==> src/tso_consts.vh <==
// Constants for the transport stream output block
`ifndef TSO_CONSTS_VH
`define TSO_CONSTS_VH
// ****************************************************
// Register map (byte addresses)
// ****************************************************
`define TSO_OFS_CTRL      12'h000
`define TSO_OFS_GPIO      12'h004
`define TSO_OFS_STATUS    12'h008
`define TSO_OFS_IRQ_STAT  12'h00c
`define TSO_OFS_IRQ_MASK  12'h010
// ****************************************************
// Control register fields
// ****************************************************
`define TSO_CTRL_SERIAL   0
`define TSO_CTRL_PFMT     1
`define TSO_CTRL_CFG_A    2
`define TSO_CTRL_CFG_B    3
`define TSO_CTRL_RST      4'h0
// ****************************************************
// General-purpose pin register fields
// ****************************************************
`define TSO_GP_MODE_LO    0
`define TSO_GP_MODE_HI    1
`define TSO_GP_LEVEL      2
`define TSO_GP_CTRL_PIN   3
`define TSO_GP_RST        4'h0
`define TSO_GP_MODE_LOCK  2'h0
`define TSO_GP_MODE_IRQ   2'h1
`define TSO_GP_MODE_SW    2'h2
// ****************************************************
// Interrupt bits
// ****************************************************
`define TSO_IRQ_PKT       0
`define TSO_IRQ_FAIL      1
`define TSO_IRQ_LOCK      2
`define TSO_IRQ_W         3
// ****************************************************
// Stream constants and timing
// ****************************************************
`define TSO_SYNC_BYTE     8'h47
`define TSO_PKT_LEN       8'd188
`define TSO_CLR_EDGES     3'd4
`define TSO_PAR_DIV       4'd4
`define TSO_SER_DIV       4'd1
`endif

==> src/tso_top.v <==
// Transport stream output framer with APB control and status
//
// The placing of the registers and register access over APB were left to the implementer.
`timescale 1ns/1ps
`default_nettype none
`include "tso_consts.vh"

// What this block does
// - GP pin: lock, low irq, or level
// - Separate control pin set by software
// - Fail flag high across whole bad packet
// - Bad packet bytes pass unmodified otherwise
// - Both cfg bits low: force error bit
// - Start pulse only during sync byte
// - Byte clock made inside, rate per mode
// - Valid strobe high only with data
// - Output is the decoded eight-bit stream
// - Serial select zero: eight parallel lines
// - Serial select one: bits on line zero
// - Route input copies serial set to test pins
// - Async clear; resume four clocks later
module tso_top (
  input wire core_clk,
  input wire reset_n,
  // APB slave
  input wire psel,
  input wire penable,
  input wire pwrite,
  input wire [11:0] paddr,
  input wire [31:0] pwdata,
  output reg [31:0] prdata,
  output wire pready,
  output wire pslverr,
  // Decoded stream from error correction, same clock
  input wire [7:0] in_byte,
  input wire in_valid,
  input wire in_uncorrectable,
  output wire in_ready,
  // Pin inputs from outside
  input wire frontend_lock_flag,
  input wire test_pin_stream_route,
  // Stream outputs
  output reg [7:0] stream_data,
  output reg stream_byte_clock,
  output reg valid_byte_strobe,
  output reg packet_start_pulse,
  output reg packet_fail_flag,
  // Open-drain general pins
  output wire gpio_out,
  output wire gpio_oe,
  output wire ctrl_out,
  output wire ctrl_oe,
  // Test port copies of the serial stream
  output reg test_data,
  output reg test_clock,
  output reg test_start,
  output reg test_valid,
  output reg test_fail,
  output wire test_oe,
  // Interrupt
  output wire irq
);

  // ****************************************************
  // Resume counter after clear
  // ****************************************************
  reg [2:0] clr_cnt; // Counts clock edges after release
  wire run; // High once normal operation resumed
  assign run = (clr_cnt == `TSO_CLR_EDGES);

  // Hold off four edges after release of the clear
  always @(posedge core_clk or negedge reset_n) begin
    if (!reset_n) begin
      clr_cnt <= 3'h0;
    end else if (!run) begin
      clr_cnt <= clr_cnt + 3'h1;
    end
  end

  // ****************************************************
  // Pin synchronisers
  // ****************************************************
  reg lock_s1; // First stage, only read by second
  reg lock_s2; // Synchronised lock
  reg route_s1; // First stage
  reg route_s2; // Synchronised route select

  // Two flops on each outside level
  // Lock and route are slow levels, so the two-cycle lag is harmless
  always @(posedge core_clk or negedge reset_n) begin
    if (!reset_n) begin
      lock_s1 <= 1'b0;
      lock_s2 <= 1'b0;
      route_s1 <= 1'b0;
      route_s2 <= 1'b0;
    end else begin
      lock_s1 <= frontend_lock_flag;
      lock_s2 <= lock_s1;
      route_s1 <= test_pin_stream_route;
      route_s2 <= route_s1;
    end
  end

  // ****************************************************
  // Registers
  // ****************************************************
  reg [3:0] ctrl_reg; // Mode and error-mark config
  reg [3:0] gp_reg; // Pin modes and levels
  reg [2:0] irq_stat; // Sticky events
  reg [2:0] irq_mask; // Enables
  reg lock_d; // Previous lock for edge event
  wire serial_select; // Serial interface chosen
  wire decoder_flag_cfg_a; // Error mark config A
  wire error_mark_cfg_b; // Error mark config B
  wire [1:0] gp_mode; // General pin function
  wire wr_en; // Write takes effect
  wire [2:0] ev; // Events this cycle
  assign serial_select = ctrl_reg[`TSO_CTRL_SERIAL];
  assign decoder_flag_cfg_a = ctrl_reg[`TSO_CTRL_CFG_A];
  assign error_mark_cfg_b = ctrl_reg[`TSO_CTRL_CFG_B];
  assign gp_mode = gp_reg[`TSO_GP_MODE_HI:`TSO_GP_MODE_LO];
  assign wr_en = psel & penable & pwrite;
  assign pready = 1'b1; // Zero wait states
  assign pslverr = 1'b0;

  // Control registers; clear returns defaults
  always @(posedge core_clk or negedge reset_n) begin
    if (!reset_n) begin
      ctrl_reg <= `TSO_CTRL_RST;
      gp_reg <= `TSO_GP_RST; // lock mode by default
      irq_mask <= 3'h0;
    end else if (wr_en) begin
      case (paddr)
        `TSO_OFS_CTRL: begin
          ctrl_reg <= pwdata[3:0];
        end
        `TSO_OFS_GPIO: begin
          gp_reg <= pwdata[3:0];
        end
        `TSO_OFS_IRQ_MASK: begin
          irq_mask <= pwdata[2:0];
        end
        default: begin
          ctrl_reg <= ctrl_reg; // Unmapped writes ignored
        end
      endcase
    end
  end

  // Sticky status: set wins over write-one-clear
  always @(posedge core_clk or negedge reset_n) begin
    if (!reset_n) begin
      irq_stat <= 3'h0;
      lock_d <= 1'b0;
    end else begin
      lock_d <= lock_s2;
      if (wr_en && paddr == `TSO_OFS_IRQ_STAT) begin
        irq_stat <= (irq_stat & ~pwdata[2:0]) | ev;
      end else begin
        irq_stat <= irq_stat | ev;
      end
    end
  end

  // Level interrupt: high while any enabled event is pending
  assign irq = |(irq_stat & irq_mask);

  // ****************************************************
  // Stream engine
  // ****************************************************
  reg [3:0] div_cnt; // Clock divider
  reg [2:0] bit_idx; // Serial bit position
  reg phase; // Low/high half of output clock
  reg busy; // A byte is being presented
  reg [7:0] cur_byte; // Byte on the output
  reg [7:0] byte_no; // Byte index in packet
  reg cur_fail; // Packet is uncorrectable
  reg cur_start; // Current byte is sync
  wire [3:0] div_top; // Half period in clocks
  wire tick; // One-cycle enable from divider
  wire last_slot; // Final half period of a byte
  wire take; // Accept a new byte
  wire is_sync; // Incoming byte is sync
  wire mark_bit; // Force error indicator
  wire [7:0] in_marked; // Byte after error marking
  // Serial needs faster clock; eight bits per byte
  assign div_top = serial_select ? `TSO_SER_DIV : `TSO_PAR_DIV;
  assign tick = run && (div_cnt == div_top - 4'h1);
  assign last_slot = phase && (!serial_select || bit_idx == 3'h7);
  assign take = tick && (!busy || last_slot);
  assign in_ready = take;
  assign is_sync = (in_byte == `TSO_SYNC_BYTE);
  // Byte after sync gets its top bit forced. The packet's verdict was
  // latched with the sync byte, so the mark always agrees with the fail
  // flag even if the decoder's per-byte flag wobbles.
  assign mark_bit = cur_fail && !decoder_flag_cfg_a &&
    !error_mark_cfg_b && (byte_no == 8'd0) && !is_sync;
  // Otherwise pass as received from the decoder
  assign in_marked = {in_byte[7] | mark_bit, in_byte[6:0]};
  assign ev = {lock_s2 & ~lock_d,
    take & in_valid & in_uncorrectable & is_sync,
    take & in_valid & is_sync};

  // Divider producing the bit/byte enable
  // Limitation: a mode change mid-byte garbles that byte, so software
  // should switch between parallel and serial only while idle
  always @(posedge core_clk or negedge reset_n) begin
    if (!reset_n) begin
      div_cnt <= 4'h0;
    end else if (!run || tick) begin
      div_cnt <= 4'h0;
    end else begin
      div_cnt <= div_cnt + 4'h1;
    end
  end

  // Byte sequencing and packet tracking
  always @(posedge core_clk or negedge reset_n) begin
    if (!reset_n) begin
      phase <= 1'b0;
      bit_idx <= 3'h0;
      busy <= 1'b0;
      cur_byte <= 8'h00;
      byte_no <= 8'd0;
      cur_fail <= 1'b0;
      cur_start <= 1'b0;
    end else if (tick) begin
      phase <= ~phase;
      if (phase && serial_select) begin
        bit_idx <= bit_idx + 3'h1;
      end
      if (take) begin
        bit_idx <= 3'h0;
        phase <= 1'b0;
        busy <= in_valid;
        if (in_valid) begin
          cur_byte <= in_marked;
          cur_start <= is_sync;
          // Fail flag latched at sync, held for packet
          if (is_sync) begin
            cur_fail <= in_uncorrectable;
            byte_no <= 8'd0;
          end else if (byte_no != `TSO_PKT_LEN - 8'd1) begin
            byte_no <= byte_no + 8'd1;
          end
        end
      end
    end
  end

  // ****************************************************
  // Output registers
  // ****************************************************
  wire out_bit; // Serial bit, MSB first
  assign out_bit = cur_byte[3'h7 - bit_idx];

  // Drive stream pins from flops
  always @(posedge core_clk or negedge reset_n) begin
    if (!reset_n) begin
      stream_data <= 8'h00;
      stream_byte_clock <= 1'b0;
      valid_byte_strobe <= 1'b0;
      packet_start_pulse <= 1'b0;
      packet_fail_flag <= 1'b0;
    end else begin
      if (serial_select) begin
        stream_data <= {7'h00, out_bit};
      end else begin
        stream_data <= cur_byte;
      end
      // Data changes on falling edge, taken on rising
      stream_byte_clock <= phase & busy;
      valid_byte_strobe <= busy;
      // Flags held over all bit periods of a byte
      packet_start_pulse <= busy & cur_start;
      packet_fail_flag <= busy & cur_fail;
    end
  end

  // Test-port copies when routing enabled and serial selected
  always @(posedge core_clk or negedge reset_n) begin
    if (!reset_n) begin
      test_data <= 1'b0;
      test_clock <= 1'b0;
      test_start <= 1'b0;
      test_valid <= 1'b0;
      test_fail <= 1'b0;
    end else if (route_s2 && serial_select) begin
      test_data <= out_bit;
      test_clock <= phase & busy;
      test_start <= busy & cur_start;
      test_valid <= busy;
      test_fail <= busy & cur_fail;
    end else begin
      test_data <= 1'b0;
      test_clock <= 1'b0;
      test_start <= 1'b0;
      test_valid <= 1'b0;
      test_fail <= 1'b0;
    end
  end

  // Limitation: pins stay undriven unless routed
  assign test_oe = route_s2;

  // ****************************************************
  // Open-drain pins: enable pulls low
  // ****************************************************
  reg gp_level; // Wanted level of general pin

  // Select general pin function
  always @* begin
    case (gp_mode)
      `TSO_GP_MODE_LOCK: gp_level = lock_s2;
      `TSO_GP_MODE_IRQ: gp_level = ~irq; // active low
      `TSO_GP_MODE_SW: gp_level = gp_reg[`TSO_GP_LEVEL];
      default: gp_level = 1'b1;
    endcase
  end

  assign gpio_out = 1'b0;
  assign gpio_oe = ~gp_level;
  assign ctrl_out = 1'b0;
  assign ctrl_oe = ~gp_reg[`TSO_GP_CTRL_PIN];

  // ****************************************************
  // APB read mux
  // ****************************************************
  // Combinational, so the zero-wait answer stands in the access phase
  always @* begin
    case (paddr)
      `TSO_OFS_CTRL: prdata = {28'h0, ctrl_reg};
      `TSO_OFS_GPIO: prdata = {28'h0, gp_reg};
      `TSO_OFS_STATUS: prdata = {27'h0, route_s2, lock_s2,
        cur_fail, busy, run};
      `TSO_OFS_IRQ_STAT: prdata = {29'h0, irq_stat};
      `TSO_OFS_IRQ_MASK: prdata = {29'h0, irq_mask};
      default: prdata = 32'h0; // Unmapped reads zero
    endcase
  end

endmodule
`default_nettype wire

==> config.mk <==
export PLATFORM = sky130hd
export DESIGN_NAME = tso_top
export DESIGN_NICKNAME = d
export VERILOG_FILES = /design/src/tso_top.v
export VERILOG_INCLUDE_DIRS = /design/src /design/src/src
export SDC_FILE = /design/constraint.sdc
export NUM_CORES = 1
export LEC_CHECK = 0
export BUFFER_PORTS_ARGS = -buffer_cell sky130_fd_sc_hd__buf_4
export CORE_MARGIN = 5
export CORE_UTILIZATION = 50
export DETAILED_ROUTE_END_ITERATION = 16
export HOLD_SLACK_MARGIN = 0.15
export PLACE_DENSITY = 0.83
export REMOVE_ABC_BUFFERS = 1
export SLEW_MARGIN = 20
export SYNTH_ARGS = -nofsm -noshare
export SYNTH_HDL_FRONTEND = slang
export SYNTH_SLANG_ARGS = --single-unit
==> constraint.sdc <==
create_clock -name core_clk -period 2.5 [get_ports core_clk]
set_clock_uncertainty 0.1 [all_clocks]
set_input_delay 0 -clock core_clk [delete_from_list [all_inputs] [get_ports core_clk]]
set_output_delay 0 -clock core_clk [all_outputs]
set_load 0.02 [all_outputs]
==> results of run 1 <==
synth_stat cells, types with 3 or more instances:
cell,instances
inv_1,17
nand4_1,4
nand2_1,16
nor2b_1,7
nand3_1,7
o21ai_0,12
mux2i_1,5
buf_4,31
dfrtp_1,66
nor2_1,20
mux4_2,5
and2_1,8
nor3_1,3
mux2_4,9
a22o_1,6
mux2_2,11
and3_1,6
ha_1,7
critical path: stages (launching register included):
cell      delay, ns
dfrtp_2        0.43
ha_1           0.19
ha_1           0.20
nand3b_1       0.16
buf_4          0.15
nand3_1        0.37
nor2_8         0.37
mux2_4         0.33
path summary, 6_finish.rpt:
check,to,slack [ns]
max,cur_byte[6],0.06
min,irq_stat[2],0.13
max reg2reg,cur_byte[6],0.06
min reg2reg,test_oe,0.25
max in group asynchronous,ctrl_reg[0],1.48
min in group asynchronous,cur_byte[4],0.20
logic make-up after synthesis:
family	share of synthesized area [%]
mux	13.0
other cells	0.225
buf+inv	9.26
simple gates	16.4
xor+xnor	0.788
fa+ha+maj	2.63
flops	49.5
compound gates	8.18
area by class of cell:
| class | instances | area share (%) |
|---|---|---|
| clock inverter | 1 | 0.179 |
| timing repair buffer | 86 | 16.9 |
| sequential | 66 | 39.4 |
| clock buffer | 15 | 4.20 |
| tap | 77 | 2.29 |
| multi-input combinational | 200 | 35.5 |
| inverter | 17 | 1.52 |
what timing repair did:
item | CTS | global route
hold endpoints to repair | 96 | 0
setup buffers | 0 | 1
setup endpoints to repair | 0 | 15
hold buffers | 27 | 0
gates resized for setup | 0 | 5
stage by stage:
stage,hold slack [ns],util (%),power [mW]
CTS,0.164,65.3,3.08
global route,0.190,65.4,3.25
global placement,0.00993,58.2,2.18
floorplan,-0.396,-,1.90
finish,0.134,65.4,3.10
detailed placement,0.0106,58.2,2.21
power by group:
part           switching (mW)  total [mW]  internal [mW]
logic                   0.407       0.799          0.392
registers               0.178        1.46           1.28
clock network           0.396       0.839          0.443
total                   0.981        3.10           2.12
layer usage:
metal,share of wire [%],vias to the layer above,routed length (um),track usage [%]
met5,0,-,0,0
met4,3.6,0,298,10.6
met1,38,1259,3170,24.3
li1,-,1150,-,-
met3,5.6,30,465,4.26
met2,53,131,4420,35.2
==> flow_summary.html, run 1 <==
<table>
<tr><th>Metric</th><th>Value</th></tr>
<tr><th colspan="2">Status</th></tr>
<tr><td>Outcome</td><td>finished, final reports clean</td></tr>
<tr><th colspan="2">Worst setup path</th></tr>
<tr><td>Worst-path maximum fanout</td><td>10</td></tr>
<tr><td>Worst setup startpoint</td><td>bit_idx[0]</td></tr>
<tr><td>Cells on worst reg2reg path</td><td>7</td></tr>
<tr><td>Critical Setup Path Class</td><td>reg -&gt; reg</td></tr>
<tr><td>Crit end category</td><td>flop</td></tr>
<tr><td>Launch point of the worst reg-to-reg path</td><td>bit_idx[0]</td></tr>
<tr><td>CP Data Required Time</td><td>2.62 ns</td></tr>
<tr><td>Data arrival time of the critical path</td><td>2.56 ns</td></tr>
<tr><td>Nature of the critical path startpoint</td><td>flop</td></tr>
<tr><th colspan="2">Routing</th></tr>
<tr><td>Routed vias</td><td>2,570</td></tr>
<tr><td>Drt initial violations</td><td>214</td></tr>
<tr><td>Vias per inst</td><td>5.56</td></tr>
<tr><td>Total wire length</td><td>8.36 mm</td></tr>
<tr><td>Detailed-route wire length per cell</td><td>18.1 um</td></tr>
<tr><td>Routed Antenna Nets</td><td>0</td></tr>
<tr><td>Drt drc</td><td>0</td></tr>
<tr><td>Initial DRT Pass Iterations</td><td>5</td></tr>
<tr><th colspan="2">Timing</th></tr>
<tr><td>Worst path setup slack after routing</td><td>0.0645 ns</td></tr>
<tr><td>Aggregate negative setup slack</td><td>0 ns</td></tr>
<tr><td>Final min period</td><td>2.44 ns</td></tr>
<tr><td>Slew at the pin closest to its max-slew limit</td><td>0.831 ns</td></tr>
<tr><td>Setup repair after global routing missed its margin</td><td>no</td></tr>
<tr><td>Fmax</td><td>0.411 GHz</td></tr>
<tr><td>Total count of max-transition violations in the final report</td><td>0</td></tr>
<tr><td>Final worst-path cycle share</td><td>97.4%</td></tr>
<tr><td>Final count of negative-setup-slack endpoints</td><td>0</td></tr>
<tr><td>Max-slew headroom at the worst pin</td><td>44.6%</td></tr>
<tr><td>Count of final hold-check violations</td><td>0</td></tr>
<tr><th colspan="2">Logic synthesis</th></tr>
<tr><td>Area share of the largest cell type after synthesis</td><td>49.5%</td></tr>
<tr><td>Mapped Cells</td><td>288</td></tr>
<tr><td>Dominant synthesized flop cell</td><td>dfrtp_1</td></tr>
<tr><td>Synthesis warning total</td><td>0</td></tr>
<tr><td>Average instance area after synthesis</td><td>11.6 sq um</td></tr>
<tr><td>Number of enable-type register cells in the synthesized netlist</td><td>0</td></tr>
<tr><td>Post-synthesis cell type with the largest combined area</td><td>dfrtp_1</td></tr>
<tr><td>Fraction of registers with async set or reset after synthesis</td><td>100%</td></tr>
<tr><td>Synthesized flop and latch total</td><td>66</td></tr>
<tr><td>Sequential share of the synthesized area</td><td>49.5%</td></tr>
<tr><td>Library cells used by synthesis</td><td>55</td></tr>
<tr><td>Synth Cell Area</td><td>3340 sq um</td></tr>
<tr><td>Cells taking the most area after synthesis</td><td>dfrtp_1, buf_4, mux2_4</td></tr>
<tr><th colspan="2">Cells and area</th></tr>
<tr><td>Non-filler cells in the finished layout</td><td>462</td></tr>
<tr><td>Leading cell type in the layout, fill and taps excluded</td><td>dfrtp_1</td></tr>
<tr><td>Ratio of cells with drive above 1 in the final layout</td><td>28.3%</td></tr>
<tr><td>Nets</td><td>448</td></tr>
<tr><td>Area of the multi-input gates</td><td>1490 sq um</td></tr>
<tr><td>Largest registers</td><td>byte_no: 8 flops, cur_byte: 8 flops, stream_data: 8 flops</td></tr>
<tr><td>Top library cells by usage in the layout, fill and taps aside</td><td>dfrtp_1, buf_4, conb_1</td></tr>
<tr><td>Number of antenna diodes</td><td>0</td></tr>
<tr><td>Fin area</td><td>4200 sq um</td></tr>
<tr><td>Area taken by flip-flops and latches</td><td>1650 sq um</td></tr>
<tr><td>Filler Cells Inserted</td><td>457</td></tr>
<tr><td>Layout overhead on the synthesized area</td><td>25.9%</td></tr>
<tr><th colspan="2">CTS</th></tr>
<tr><td>Clock root buffer master</td><td>clkbuf_8</td></tr>
<tr><td>Worst skew pair latency</td><td>0.34 ns</td></tr>
<tr><td>Maximum buffer depth of the clock tree</td><td>2</td></tr>
<tr><td>Count of clock tree sinks</td><td>66</td></tr>
<tr><td>Clock tree from TritonCTS</td><td>yes</td></tr>
<tr><td>H-tree level count</td><td>3</td></tr>
<tr><td>Clock-pin slew on the worst setup and hold paths</td><td>0.07 ns</td></tr>
<tr><td>Total CTS buffers</td><td>9</td></tr>
<tr><th colspan="2">Placed design</th></tr>
<tr><td>Placement-stage cell area</td><td>3740 sq um</td></tr>
<tr><td>Port Buf Inserts</td><td>59</td></tr>
<tr><td>Post-Place Cells</td><td>419</td></tr>
<tr><td>HPWL reported at the end of detailed placement</td><td>5.15 mm</td></tr>
<tr><td>Post-placement setup slack</td><td>0.192 ns</td></tr>
<tr><td>Final weighted congestion in routability-driven placement</td><td>0.926</td></tr>
<tr><th colspan="2">Flow run</th></tr>
<tr><td>Count of max-cap constraint violations</td><td>0</td></tr>
<tr><th colspan="2">Die</th></tr>
<tr><td>Die boundary height</td><td>91.7 um</td></tr>
<tr><td>Starting utilization of the core area</td><td>51.9%</td></tr>
<tr><td>Number of ports placed on the die boundary</td><td>119</td></tr>
<tr><td>Placeable core region</td><td>6420 sq um</td></tr>
<tr><td>Rows</td><td>29</td></tr>
<tr><td>Width of the die</td><td>91.7 um</td></tr>
<tr><td>Total die area</td><td>8410 sq um</td></tr>
<tr><th colspan="2">GRT</th></tr>
<tr><td>Number of global-route vias before repair</td><td>2,599</td></tr>
<tr><td>Total GRT Usage</td><td>20.5%</td></tr>
<tr><td>Maximum number of pins on one net before global-route repair</td><td>67</td></tr>
<tr><td>Antenna violations before repair</td><td>0</td></tr>
<tr><td>Wire length of the first global-routing pass</td><td>13.4 mm</td></tr>
<tr><td>Total global routing overflow</td><td>0</td></tr>
<tr><th colspan="2">Hold path</th></tr>
<tr><td>Hold path startpoint</td><td>paddr[10]</td></tr>
<tr><td>Worst Hold Path Cells</td><td>5</td></tr>
<tr><td>Path category of the worst min-delay check</td><td>in -&gt; reg</td></tr>
<tr><th colspan="2">Pwr</th></tr>
<tr><td>Peak VDD IR</td><td>0.328 mV</td></tr>
<tr><td>Leak pwr</td><td>2.06 nW</td></tr>
<tr><td>Power density over the cells</td><td>737 nW/um^2</td></tr>
</table>
Note: power is estimated with default switching activity, not from simulation.
==> inputs of run 2 (changes only) <==
--- a/config.mk
+++ b/config.mk
@@ -7,6 +7,7 @@
 export NUM_CORES = 1
 export LEC_CHECK = 0
 export BUFFER_PORTS_ARGS = -buffer_cell sky130_fd_sc_hd__buf_4
+export CORE_ASPECT_RATIO = 0.7
 export CORE_MARGIN = 5
 export CORE_UTILIZATION = 50
 export DETAILED_ROUTE_END_ITERATION = 16
==> constraint.sdc (replaced) <==
create_clock -name core_clk -period 2.5 [get_ports core_clk]
set_clock_uncertainty 0.1 [all_clocks]
set_input_delay 0 -clock core_clk [delete_from_list [all_inputs] [get_ports core_clk]]
set_output_delay 0 -clock core_clk [all_outputs]
set_load 0.05 [all_outputs]
==> run 2 against run 1 <==
Net effect:
- critical path type unchanged
- flip-flop and latch count unchanged
- critical path depth unchanged
- total power up 9.4%
- die area up 0.30%
- global-route usage down 2.0 points
- first-iteration DRC count up 12%
==> flow_summary.html, run 2 (synthesis results as in run 1) <==
<table>
<tr><th>Metric</th><th>Value</th></tr>
<tr><th colspan="2">CTS</th></tr>
<tr><td>Total CTS buffers</td><td>9 (unchanged)</td></tr>
<tr><td>Clock tree from TritonCTS</td><td>yes</td></tr>
<tr><td>Count of clock tree sinks</td><td>66 (unchanged)</td></tr>
<tr><td>Maximum buffer depth of the clock tree</td><td>2 (unchanged)</td></tr>
<tr><td>Clock-pin slew on the worst setup and hold paths</td><td>0.08 ns (about the same)</td></tr>
<tr><td>Worst skew pair latency</td><td>0.36 ns (+0.02 ns)</td></tr>
<tr><td>H-tree level count</td><td>3 (unchanged)</td></tr>
<tr><td>Clock root buffer master</td><td>clkbuf_8</td></tr>
<tr><th colspan="2">Flow run</th></tr>
<tr><td>Count of max-cap constraint violations</td><td>0 (unchanged)</td></tr>
<tr><th colspan="2">Die</th></tr>
<tr><td>Rows</td><td>24 (-17%)</td></tr>
<tr><td>Die boundary height</td><td>78.3 um (-15%)</td></tr>
<tr><td>Width of the die</td><td>108 um (+17%)</td></tr>
<tr><td>Total die area</td><td>8430 sq um (+0.30%)</td></tr>
<tr><td>Starting utilization of the core area</td><td>52.4% (+0.46 points)</td></tr>
<tr><td>Placeable core region</td><td>6370 sq um (-0.88%)</td></tr>
<tr><td>Number of ports placed on the die boundary</td><td>119 (unchanged)</td></tr>
<tr><th colspan="2">Timing</th></tr>
<tr><td>Final min period</td><td>2.36 ns (-0.0767 ns)</td></tr>
<tr><td>Setup repair after global routing missed its margin</td><td>no</td></tr>
<tr><td>Slew at the pin closest to its max-slew limit</td><td>0.796 ns (-0.0355 ns)</td></tr>
<tr><td>Final count of negative-setup-slack endpoints</td><td>0 (unchanged)</td></tr>
<tr><td>Total count of max-transition violations in the final report</td><td>0 (unchanged)</td></tr>
<tr><td>Final worst-path cycle share</td><td>94.4% (-3.1 points)</td></tr>
<tr><td>Fmax</td><td>0.424 GHz (+3.3%)</td></tr>
<tr><td>Aggregate negative setup slack</td><td>0 ns (unchanged)</td></tr>
<tr><td>Count of final hold-check violations</td><td>0 (unchanged)</td></tr>
<tr><td>Worst Hold Slack</td><td>0.128 ns (-0.00599 ns)</td></tr>
<tr><td>Max-slew headroom at the worst pin</td><td>47.0% (+2.4 points)</td></tr>
<tr><th colspan="2">Worst setup path</th></tr>
<tr><td>Crit end category</td><td>flop</td></tr>
<tr><td>Delay-heaviest family, CP</td><td>buffers and inverters</td></tr>
<tr><td>CP Data Required Time</td><td>2.64 ns (+0.02 ns)</td></tr>
<tr><td>Data arrival time of the critical path</td><td>2.50 ns (-0.06 ns)</td></tr>
<tr><td>Worst-path maximum fanout</td><td>5 (-5)</td></tr>
<tr><td>Peak per-stage delay on the critical path</td><td>0.61 ns (+0.18 ns)</td></tr>
<tr><td>Slowest stage cell on the critical path</td><td>dlygate4sd3_1</td></tr>
<tr><td>Cell Chain, Critical Path</td><td>ha_1 &gt; ha_1 &gt; nand3b_1 &gt; and3_4 &gt; nand3_2 &gt; dlygate4sd3_1 &gt; o21ai_0</td></tr>
<tr><td>Nature of the critical path startpoint</td><td>flop</td></tr>
<tr><td>Most frequent CP cell</td><td>ha_1</td></tr>
<tr><td>Critical Setup Path Class</td><td>reg -&gt; reg</td></tr>
<tr><td>CP Buf/Inv Count</td><td>1 (unchanged)</td></tr>
<tr><th colspan="2">Cells and area</th></tr>
<tr><td>Layout overhead on the synthesized area</td><td>26.6%</td></tr>
<tr><td>Post-route core utilization</td><td>66.3% (+0.95 points)</td></tr>
<tr><td>Largest registers</td><td>byte_no: 8 flops, cur_byte: 8 flops, stream_data: 8 flops</td></tr>
<tr><td>Leading cell type in the layout, fill and taps excluded</td><td>dfrtp_1</td></tr>
<tr><td>Nets</td><td>447 (-0.22%)</td></tr>
<tr><td>Ratio of cells with drive above 1 in the final layout</td><td>28.6% (+0.33 points)</td></tr>
<tr><td>Top library cells by usage in the layout, fill and taps aside</td><td>dfrtp_1, buf_4, conb_1</td></tr>
<tr><td>Number of antenna diodes</td><td>0 (unchanged)</td></tr>
<tr><th colspan="2">GRT</th></tr>
<tr><td>Antenna violations before repair</td><td>0 (unchanged)</td></tr>
<tr><td>Total global routing overflow</td><td>0 (unchanged)</td></tr>
<tr><td>Maximum number of pins on one net before global-route repair</td><td>67 (unchanged)</td></tr>
<tr><td>Total GRT Usage</td><td>18.5% (-2.0 points)</td></tr>
<tr><td>Wire length of the first global-routing pass</td><td>12.1 mm (-10%)</td></tr>
<tr><td>Number of global-route vias before repair</td><td>2,441 (-6.1%)</td></tr>
<tr><th colspan="2">Placed design</th></tr>
<tr><td>Port Buf Inserts</td><td>59 (unchanged)</td></tr>
<tr><td>Final weighted congestion in routability-driven placement</td><td>0.920 (-0.69%)</td></tr>
<tr><td>HPWL reported at the end of detailed placement</td><td>5.19 mm (+0.80%)</td></tr>
<tr><th colspan="2">Routing</th></tr>
<tr><td>Drt initial violations</td><td>239 (+12%)</td></tr>
<tr><td>Drt drc</td><td>0 (unchanged)</td></tr>
<tr><td>Routed Antenna Nets</td><td>0 (unchanged)</td></tr>
<tr><td>Routed vias</td><td>2,438 (-5.1%)</td></tr>
<tr><td>Initial DRT Pass Iterations</td><td>4 (-1)</td></tr>
<tr><td>Total wire length</td><td>7.35 mm (-12%)</td></tr>
<tr><td>Detailed-route wire length per cell</td><td>15.5 um (-14%)</td></tr>
<tr><td>Vias per inst</td><td>5.13 (-7.7%)</td></tr>
<tr><th colspan="2">Hold path</th></tr>
<tr><td>Path category of the worst min-delay check</td><td>in -&gt; reg</td></tr>
<tr><th colspan="2">Pwr</th></tr>
<tr><td>Leak pwr</td><td>2.07 nW (+0.55%)</td></tr>
<tr><td>Sum of internal, switching and leakage power</td><td>3.39 mW (+9.4%)</td></tr>
<tr><td>Peak VDD IR</td><td>0.527 mV (+60%)</td></tr>
<tr><td>Power density over the cells</td><td>802 nW/um^2 (+8.8%)</td></tr>
<tr><th colspan="2">Status</th></tr>
<tr><td>Outcome</td><td>finished, final reports clean</td></tr>
</table>
==> run 2: cell types whose count changed in the layout (fill, tap and decap cells not counted), sizes merged <==
cell	change
clkbuf	-5
inv	+1
bufinv	+1
clkinv	+3
dlygate4sd3	-1
==> run 2: cell type report <==
type | instances | area [sq um]
fillers | 482 | 2140
repair buffers | 85 | 701
well taps | 91 | 114
flip-flops and latches | 66 | 1650
clock buffers | 10 | 138
inverters | 17 | 63.8
clock inverters | 6 | 65.1
multi-input cells | 200 | 1490
==> run 2: routing by layer <==
layer	track usage, %	up-vias	part of all wire [%]
li1	-	1134	-
met1	24.5	1189	41
met2	28.3	101	49
met3	5.41	14	8.3
met4	8.32	0	1.7
met5	0	-	0
==> run 2: final timing paths <==
path	startpoint	endpoint	slack, ns	cells after the start
setup reg to reg	bit_idx[0]	cur_start	0.14	7
max in group asynchronous	reset_n	bit_idx[0]	1.57	2
min in group asynchronous	reset_n	route_s1	0.18	2
hold / removal	paddr[6]	irq_stat[0]	0.13	5
setup / recovery	bit_idx[0]	cur_start	0.14	7
hold reg to reg	lock_s1	lock_s2	0.26	0
==> run 2: worst reg2reg max path: cells and delay by family, from the launching register on <==
kind                     cells  cell delay, ns
buffers and inverters        1            0.62
AND/OR/NAND/NOR              3            0.57
flip-flops                   1            0.45
adder cells (fa/ha/maj)      2            0.41
AO/OA/AOI/OAI                1            0.10
==> run 2: power breakdown <==
part	internal [mW]	switching, mW	leakage [nW]
sequential	1.28	0.158	0.833
combinational	0.394	0.637	1.14
clock	0.488	0.430	0.103
total	2.16	1.23	2.07
==> run 2: repair_timing <==
action / 4_1_cts / 5_1_grt
endpoints found under the hold margin: 99 / 0
hold buffers: 26 / 0
setup buffers: 0 / 0
setup endpoints to repair: 0 / 2
resized for setup: 0 / 4
==> run 2: per-stage QoR <==
stage / worst slack [ns] / cells / cell area, sq um
after detailed placement: 0.253 / 434 / 3760
after global routing: 0.0181 / 475 / 4220
after floorplan: 0.540 / 283 / 3200
after global placement: 0.297 / 434 / 3760
final: 0.141 / 475 / 4220
after CTS: 0.128 / 476 / 4230
==> inputs of run 3 (changes only) <==
--- a/config.mk
+++ b/config.mk
@@ -9,10 +9,10 @@
 export BUFFER_PORTS_ARGS = -buffer_cell sky130_fd_sc_hd__buf_4
 export CORE_ASPECT_RATIO = 0.7
 export CORE_MARGIN = 5
-export CORE_UTILIZATION = 50
+export CORE_UTILIZATION = 45
 export DETAILED_ROUTE_END_ITERATION = 16
 export HOLD_SLACK_MARGIN = 0.15
-export PLACE_DENSITY = 0.83
+export PLACE_DENSITY = 0.79
 export REMOVE_ABC_BUFFERS = 1
 export SLEW_MARGIN = 20
 export SYNTH_ARGS = -nofsm -noshare
==> constraint.sdc (replaced) <==
create_clock -name core_clk -period 2.1 [get_ports core_clk]
set_clock_uncertainty 0.1 [all_clocks]
set_input_delay 0 -clock core_clk [delete_from_list [all_inputs] [get_ports core_clk]]
set_output_delay 0 -clock core_clk [all_outputs]
set_load 0.05 [all_outputs]
==> run 3 against run 2 <==
Net effect:
- die area rose by 9.9%
- sequential share of layout area shrank 0.16 points
- design area increased by 0.33%
- combinational power up 22%
- setup slack got worse by 0.10 ns
- flip-flop and latch count stayed put
- sequential power grew 18%
- register-to-register slack worse by 0.03 ns
- utilization shrank 7.9 points
- global-route usage decreased by 2.2 points
- via count is 0.21% higher
- first-iteration DRC count shrank 40%
- critical endpoint is now prdata[0]
- largest power group unchanged
==> flow_summary.html, run 3 (synthesis results as in run 1) <==
<table>
<tr><th>Metric</th><th>Value</th></tr>
<tr><th colspan="2">Status</th></tr>
<tr><td>Outcome</td><td>finished, final reports clean</td></tr>
<tr><th colspan="2">Cells and area</th></tr>
<tr><td>Filler Cells Inserted</td><td>579 (+20%)</td></tr>
<tr><td>Number of antenna diodes</td><td>0 (unchanged)</td></tr>
<tr><td>Largest registers</td><td>byte_no: 8 flops, cur_byte: 8 flops, stream_data: 8 flops</td></tr>
<tr><td>Non-filler cells in the finished layout</td><td>485 (+2.1%)</td></tr>
<tr><td>Area taken by flip-flops and latches</td><td>1650 sq um (about the same)</td></tr>
<tr><td>Leading cell type in the layout, fill and taps excluded</td><td>dfrtp_1</td></tr>
<tr><td>Area of the multi-input gates</td><td>1510 sq um (+1.1%)</td></tr>
<tr><td>Top library cells by usage in the layout, fill and taps aside</td><td>dfrtp_1, buf_4, conb_1</td></tr>
<tr><td>Nets</td><td>450 (+0.67%)</td></tr>
<tr><td>Layout overhead on the synthesized area</td><td>27.0%</td></tr>
<tr><td>Ratio of cells with drive above 1 in the final layout</td><td>30.2% (+1.6 points)</td></tr>
<tr><th colspan="2">Worst setup path</th></tr>
<tr><td>Data arrival time of the critical path</td><td>1.96 ns (-0.54 ns)</td></tr>
<tr><td>CP Data Required Time</td><td>2.00 ns (-0.64 ns)</td></tr>
<tr><td>Critical Setup Path Class</td><td>reg -&gt; out</td></tr>
<tr><td>Nature of the critical path startpoint</td><td>flop</td></tr>
<tr><td>Crit end category</td><td>output pin</td></tr>
<tr><td>Worst-path maximum fanout</td><td>5 (unchanged)</td></tr>
<tr><th colspan="2">Die</th></tr>
<tr><td>Total die area</td><td>9260 sq um (+9.9%)</td></tr>
<tr><td>Rows</td><td>26 (+8.3%)</td></tr>
<tr><td>Placeable core region</td><td>7250 sq um (+14%)</td></tr>
<tr><td>Width of the die</td><td>113 um (+4.9%)</td></tr>
<tr><td>Number of ports placed on the die boundary</td><td>119 (unchanged)</td></tr>
<tr><td>Die boundary height</td><td>82.0 um (+4.7%)</td></tr>
<tr><td>Starting utilization of the core area</td><td>46.0% (-6.4 points)</td></tr>
<tr><th colspan="2">CTS</th></tr>
<tr><td>H-tree level count</td><td>3 (unchanged)</td></tr>
<tr><td>Maximum buffer depth of the clock tree</td><td>2 (unchanged)</td></tr>
<tr><td>Clock root buffer master</td><td>clkbuf_8</td></tr>
<tr><td>Worst skew pair latency</td><td>0.34 ns (-0.02 ns)</td></tr>
<tr><td>Total CTS buffers</td><td>9 (unchanged)</td></tr>
<tr><td>Count of clock tree sinks</td><td>66 (unchanged)</td></tr>
<tr><td>Clock-pin slew on the worst setup and hold paths</td><td>0.07 ns (about the same)</td></tr>
<tr><td>Clock tree from TritonCTS</td><td>yes</td></tr>
<tr><th colspan="2">Timing</th></tr>
<tr><td>Setup repair after global routing missed its margin</td><td>yes</td></tr>
<tr><td>Final worst-path cycle share</td><td>98.1%</td></tr>
<tr><td>Fmax</td><td>0.485 GHz</td></tr>
<tr><td>Count of final hold-check violations</td><td>0 (unchanged)</td></tr>
<tr><td>Worst path setup slack after routing</td><td>0.0391 ns (-0.102 ns)</td></tr>
<tr><td>Total count of max-transition violations in the final report</td><td>0 (unchanged)</td></tr>
<tr><td>Final count of negative-setup-slack endpoints</td><td>0 (unchanged)</td></tr>
<tr><td>Slew at the pin closest to its max-slew limit</td><td>0.797 ns (+0.00156 ns)</td></tr>
<tr><td>Final min period</td><td>2.06 ns</td></tr>
<tr><td>Max-slew headroom at the worst pin</td><td>46.9% (-0.10 points)</td></tr>
<tr><th colspan="2">Flow run</th></tr>
<tr><td>Count of max-cap constraint violations</td><td>0 (unchanged)</td></tr>
<tr><th colspan="2">Placed design</th></tr>
<tr><td>Post-placement setup slack</td><td>0.142 ns (-0.111 ns)</td></tr>
<tr><td>Post-Place Cells</td><td>444 (+2.3%)</td></tr>
<tr><td>Port Buf Inserts</td><td>59 (unchanged)</td></tr>
<tr><td>HPWL reported at the end of detailed placement</td><td>5.23 mm (+0.87%)</td></tr>
<tr><td>Final weighted congestion in routability-driven placement</td><td>0.854 (-7.2%)</td></tr>
<tr><th colspan="2">Pwr</th></tr>
<tr><td>Peak VDD IR</td><td>0.690 mV (+31%)</td></tr>
<tr><td>Sum of internal, switching and leakage power</td><td>3.87 mW (+14%)</td></tr>
<tr><td>Leak pwr</td><td>2.08 nW (+0.28%)</td></tr>
<tr><td>Power density over the cells</td><td>913 nW/um^2 (+14%)</td></tr>
<tr><th colspan="2">Routing</th></tr>
<tr><td>Drt drc</td><td>0 (unchanged)</td></tr>
<tr><td>Routed vias</td><td>2,443 (+0.21%)</td></tr>
<tr><td>Total wire length</td><td>7.27 mm (-1.1%)</td></tr>
<tr><td>Detailed-route wire length per cell</td><td>15.0 um (-3.2%)</td></tr>
<tr><td>Drt initial violations</td><td>144 (-40%)</td></tr>
<tr><td>Initial DRT Pass Iterations</td><td>5 (+1)</td></tr>
<tr><td>Routed Antenna Nets</td><td>0 (unchanged)</td></tr>
<tr><td>Vias per inst</td><td>5.04 (-1.9%)</td></tr>
<tr><th colspan="2">Hold path</th></tr>
<tr><td>Path category of the worst min-delay check</td><td>in -&gt; async</td></tr>
<tr><th colspan="2">GRT</th></tr>
<tr><td>Maximum number of pins on one net before global-route repair</td><td>67 (unchanged)</td></tr>
<tr><td>Number of global-route vias before repair</td><td>2,368 (-3.0%)</td></tr>
<tr><td>Total global routing overflow</td><td>0 (unchanged)</td></tr>
<tr><td>Wire length of the first global-routing pass</td><td>11.7 mm (-3.7%)</td></tr>
<tr><td>Antenna violations before repair</td><td>0 (unchanged)</td></tr>
<tr><td>Total GRT Usage</td><td>16.3% (-2.2 points)</td></tr>
</table>
==> run 3: layout make-up <==
type,count,area share (%)
Sequential cell,66,39.0
Multi-Input combinational cell,200,35.5
Clock inverter,7,1.06
Tap cell,98,2.89
Clock buffer,9,2.92
Timing Repair Buffer,88,17.1
Inverter,17,1.51
==> run 3: path summary, 6_finish.rpt <==
path / cells after the start / endpoint / slack [ns] / start
min in group core_clk: 5 / irq_stat[1] / 0.19 / psel
max: 7 / prdata[0] / 0.04 / clr_cnt[1]
min reg2reg: 0 / test_oe / 0.26 / route_s1
min: 2 / cur_byte[2] / 0.19 / reset_n
max reg2reg: 6 / cur_fail / 0.11 / bit_idx[1]
max in group asynchronous: 2 / byte_no[7] / 1.19 / reset_n
==> run 3: per-layer routing <==
| layer | up-vias | track usage [%] | wire, um | share of wire (%) |
|---|---|---|---|---|
| li1 | 1145 | - | - | - |
| met1 | 1197 | 20.4 | 3100 | 43 |
| met4 | 0 | 4.20 | 78 | 1.1 |
| met5 | - | 0 | 0 | 0 |
| met3 | 9 | 6.04 | 573 | 7.9 |
| met2 | 92 | 27.0 | 3520 | 48 |
==> run 3: critical path, cell delays in order, from the launching register on <==
cell     delay [ns]
dfrtp_1        0.39
inv_2          0.07
ha_4           0.18
nand2_4        0.10
inv_1          0.07
mux4_2         0.46
a22o_1         0.21
buf_6          0.15
==> run 3: power by group <==
part           total [mW]  internal, mW  leakage, nW  switching (mW)
sequential           1.70          1.52        0.835           0.178
clock               0.912         0.425       0.0891           0.487
combinational        1.26         0.483         1.15           0.772
==> run 3: metrics by stage <==
step	util [%]	TNS, ns	hold WS [ns]	cell area, sq um
final	58.4	0	0.186	4240
after floorplan	-	0	-0.396	3200
after detailed placement	52.3	0	0.0127	3790
after global placement	52.3	0	0.0118	3790
after global routing	58.4	-0.0471	0.196	4240
after CTS	58.2	0	0.169	4220
==> run 3: timing repair <==
item	4_1_cts	5_1_grt
hold buffers	24	0
buffers inserted	0	1
resized for setup	4	4
endpoints found under the setup margin	1	2
endpoints found under the hold margin	96	0
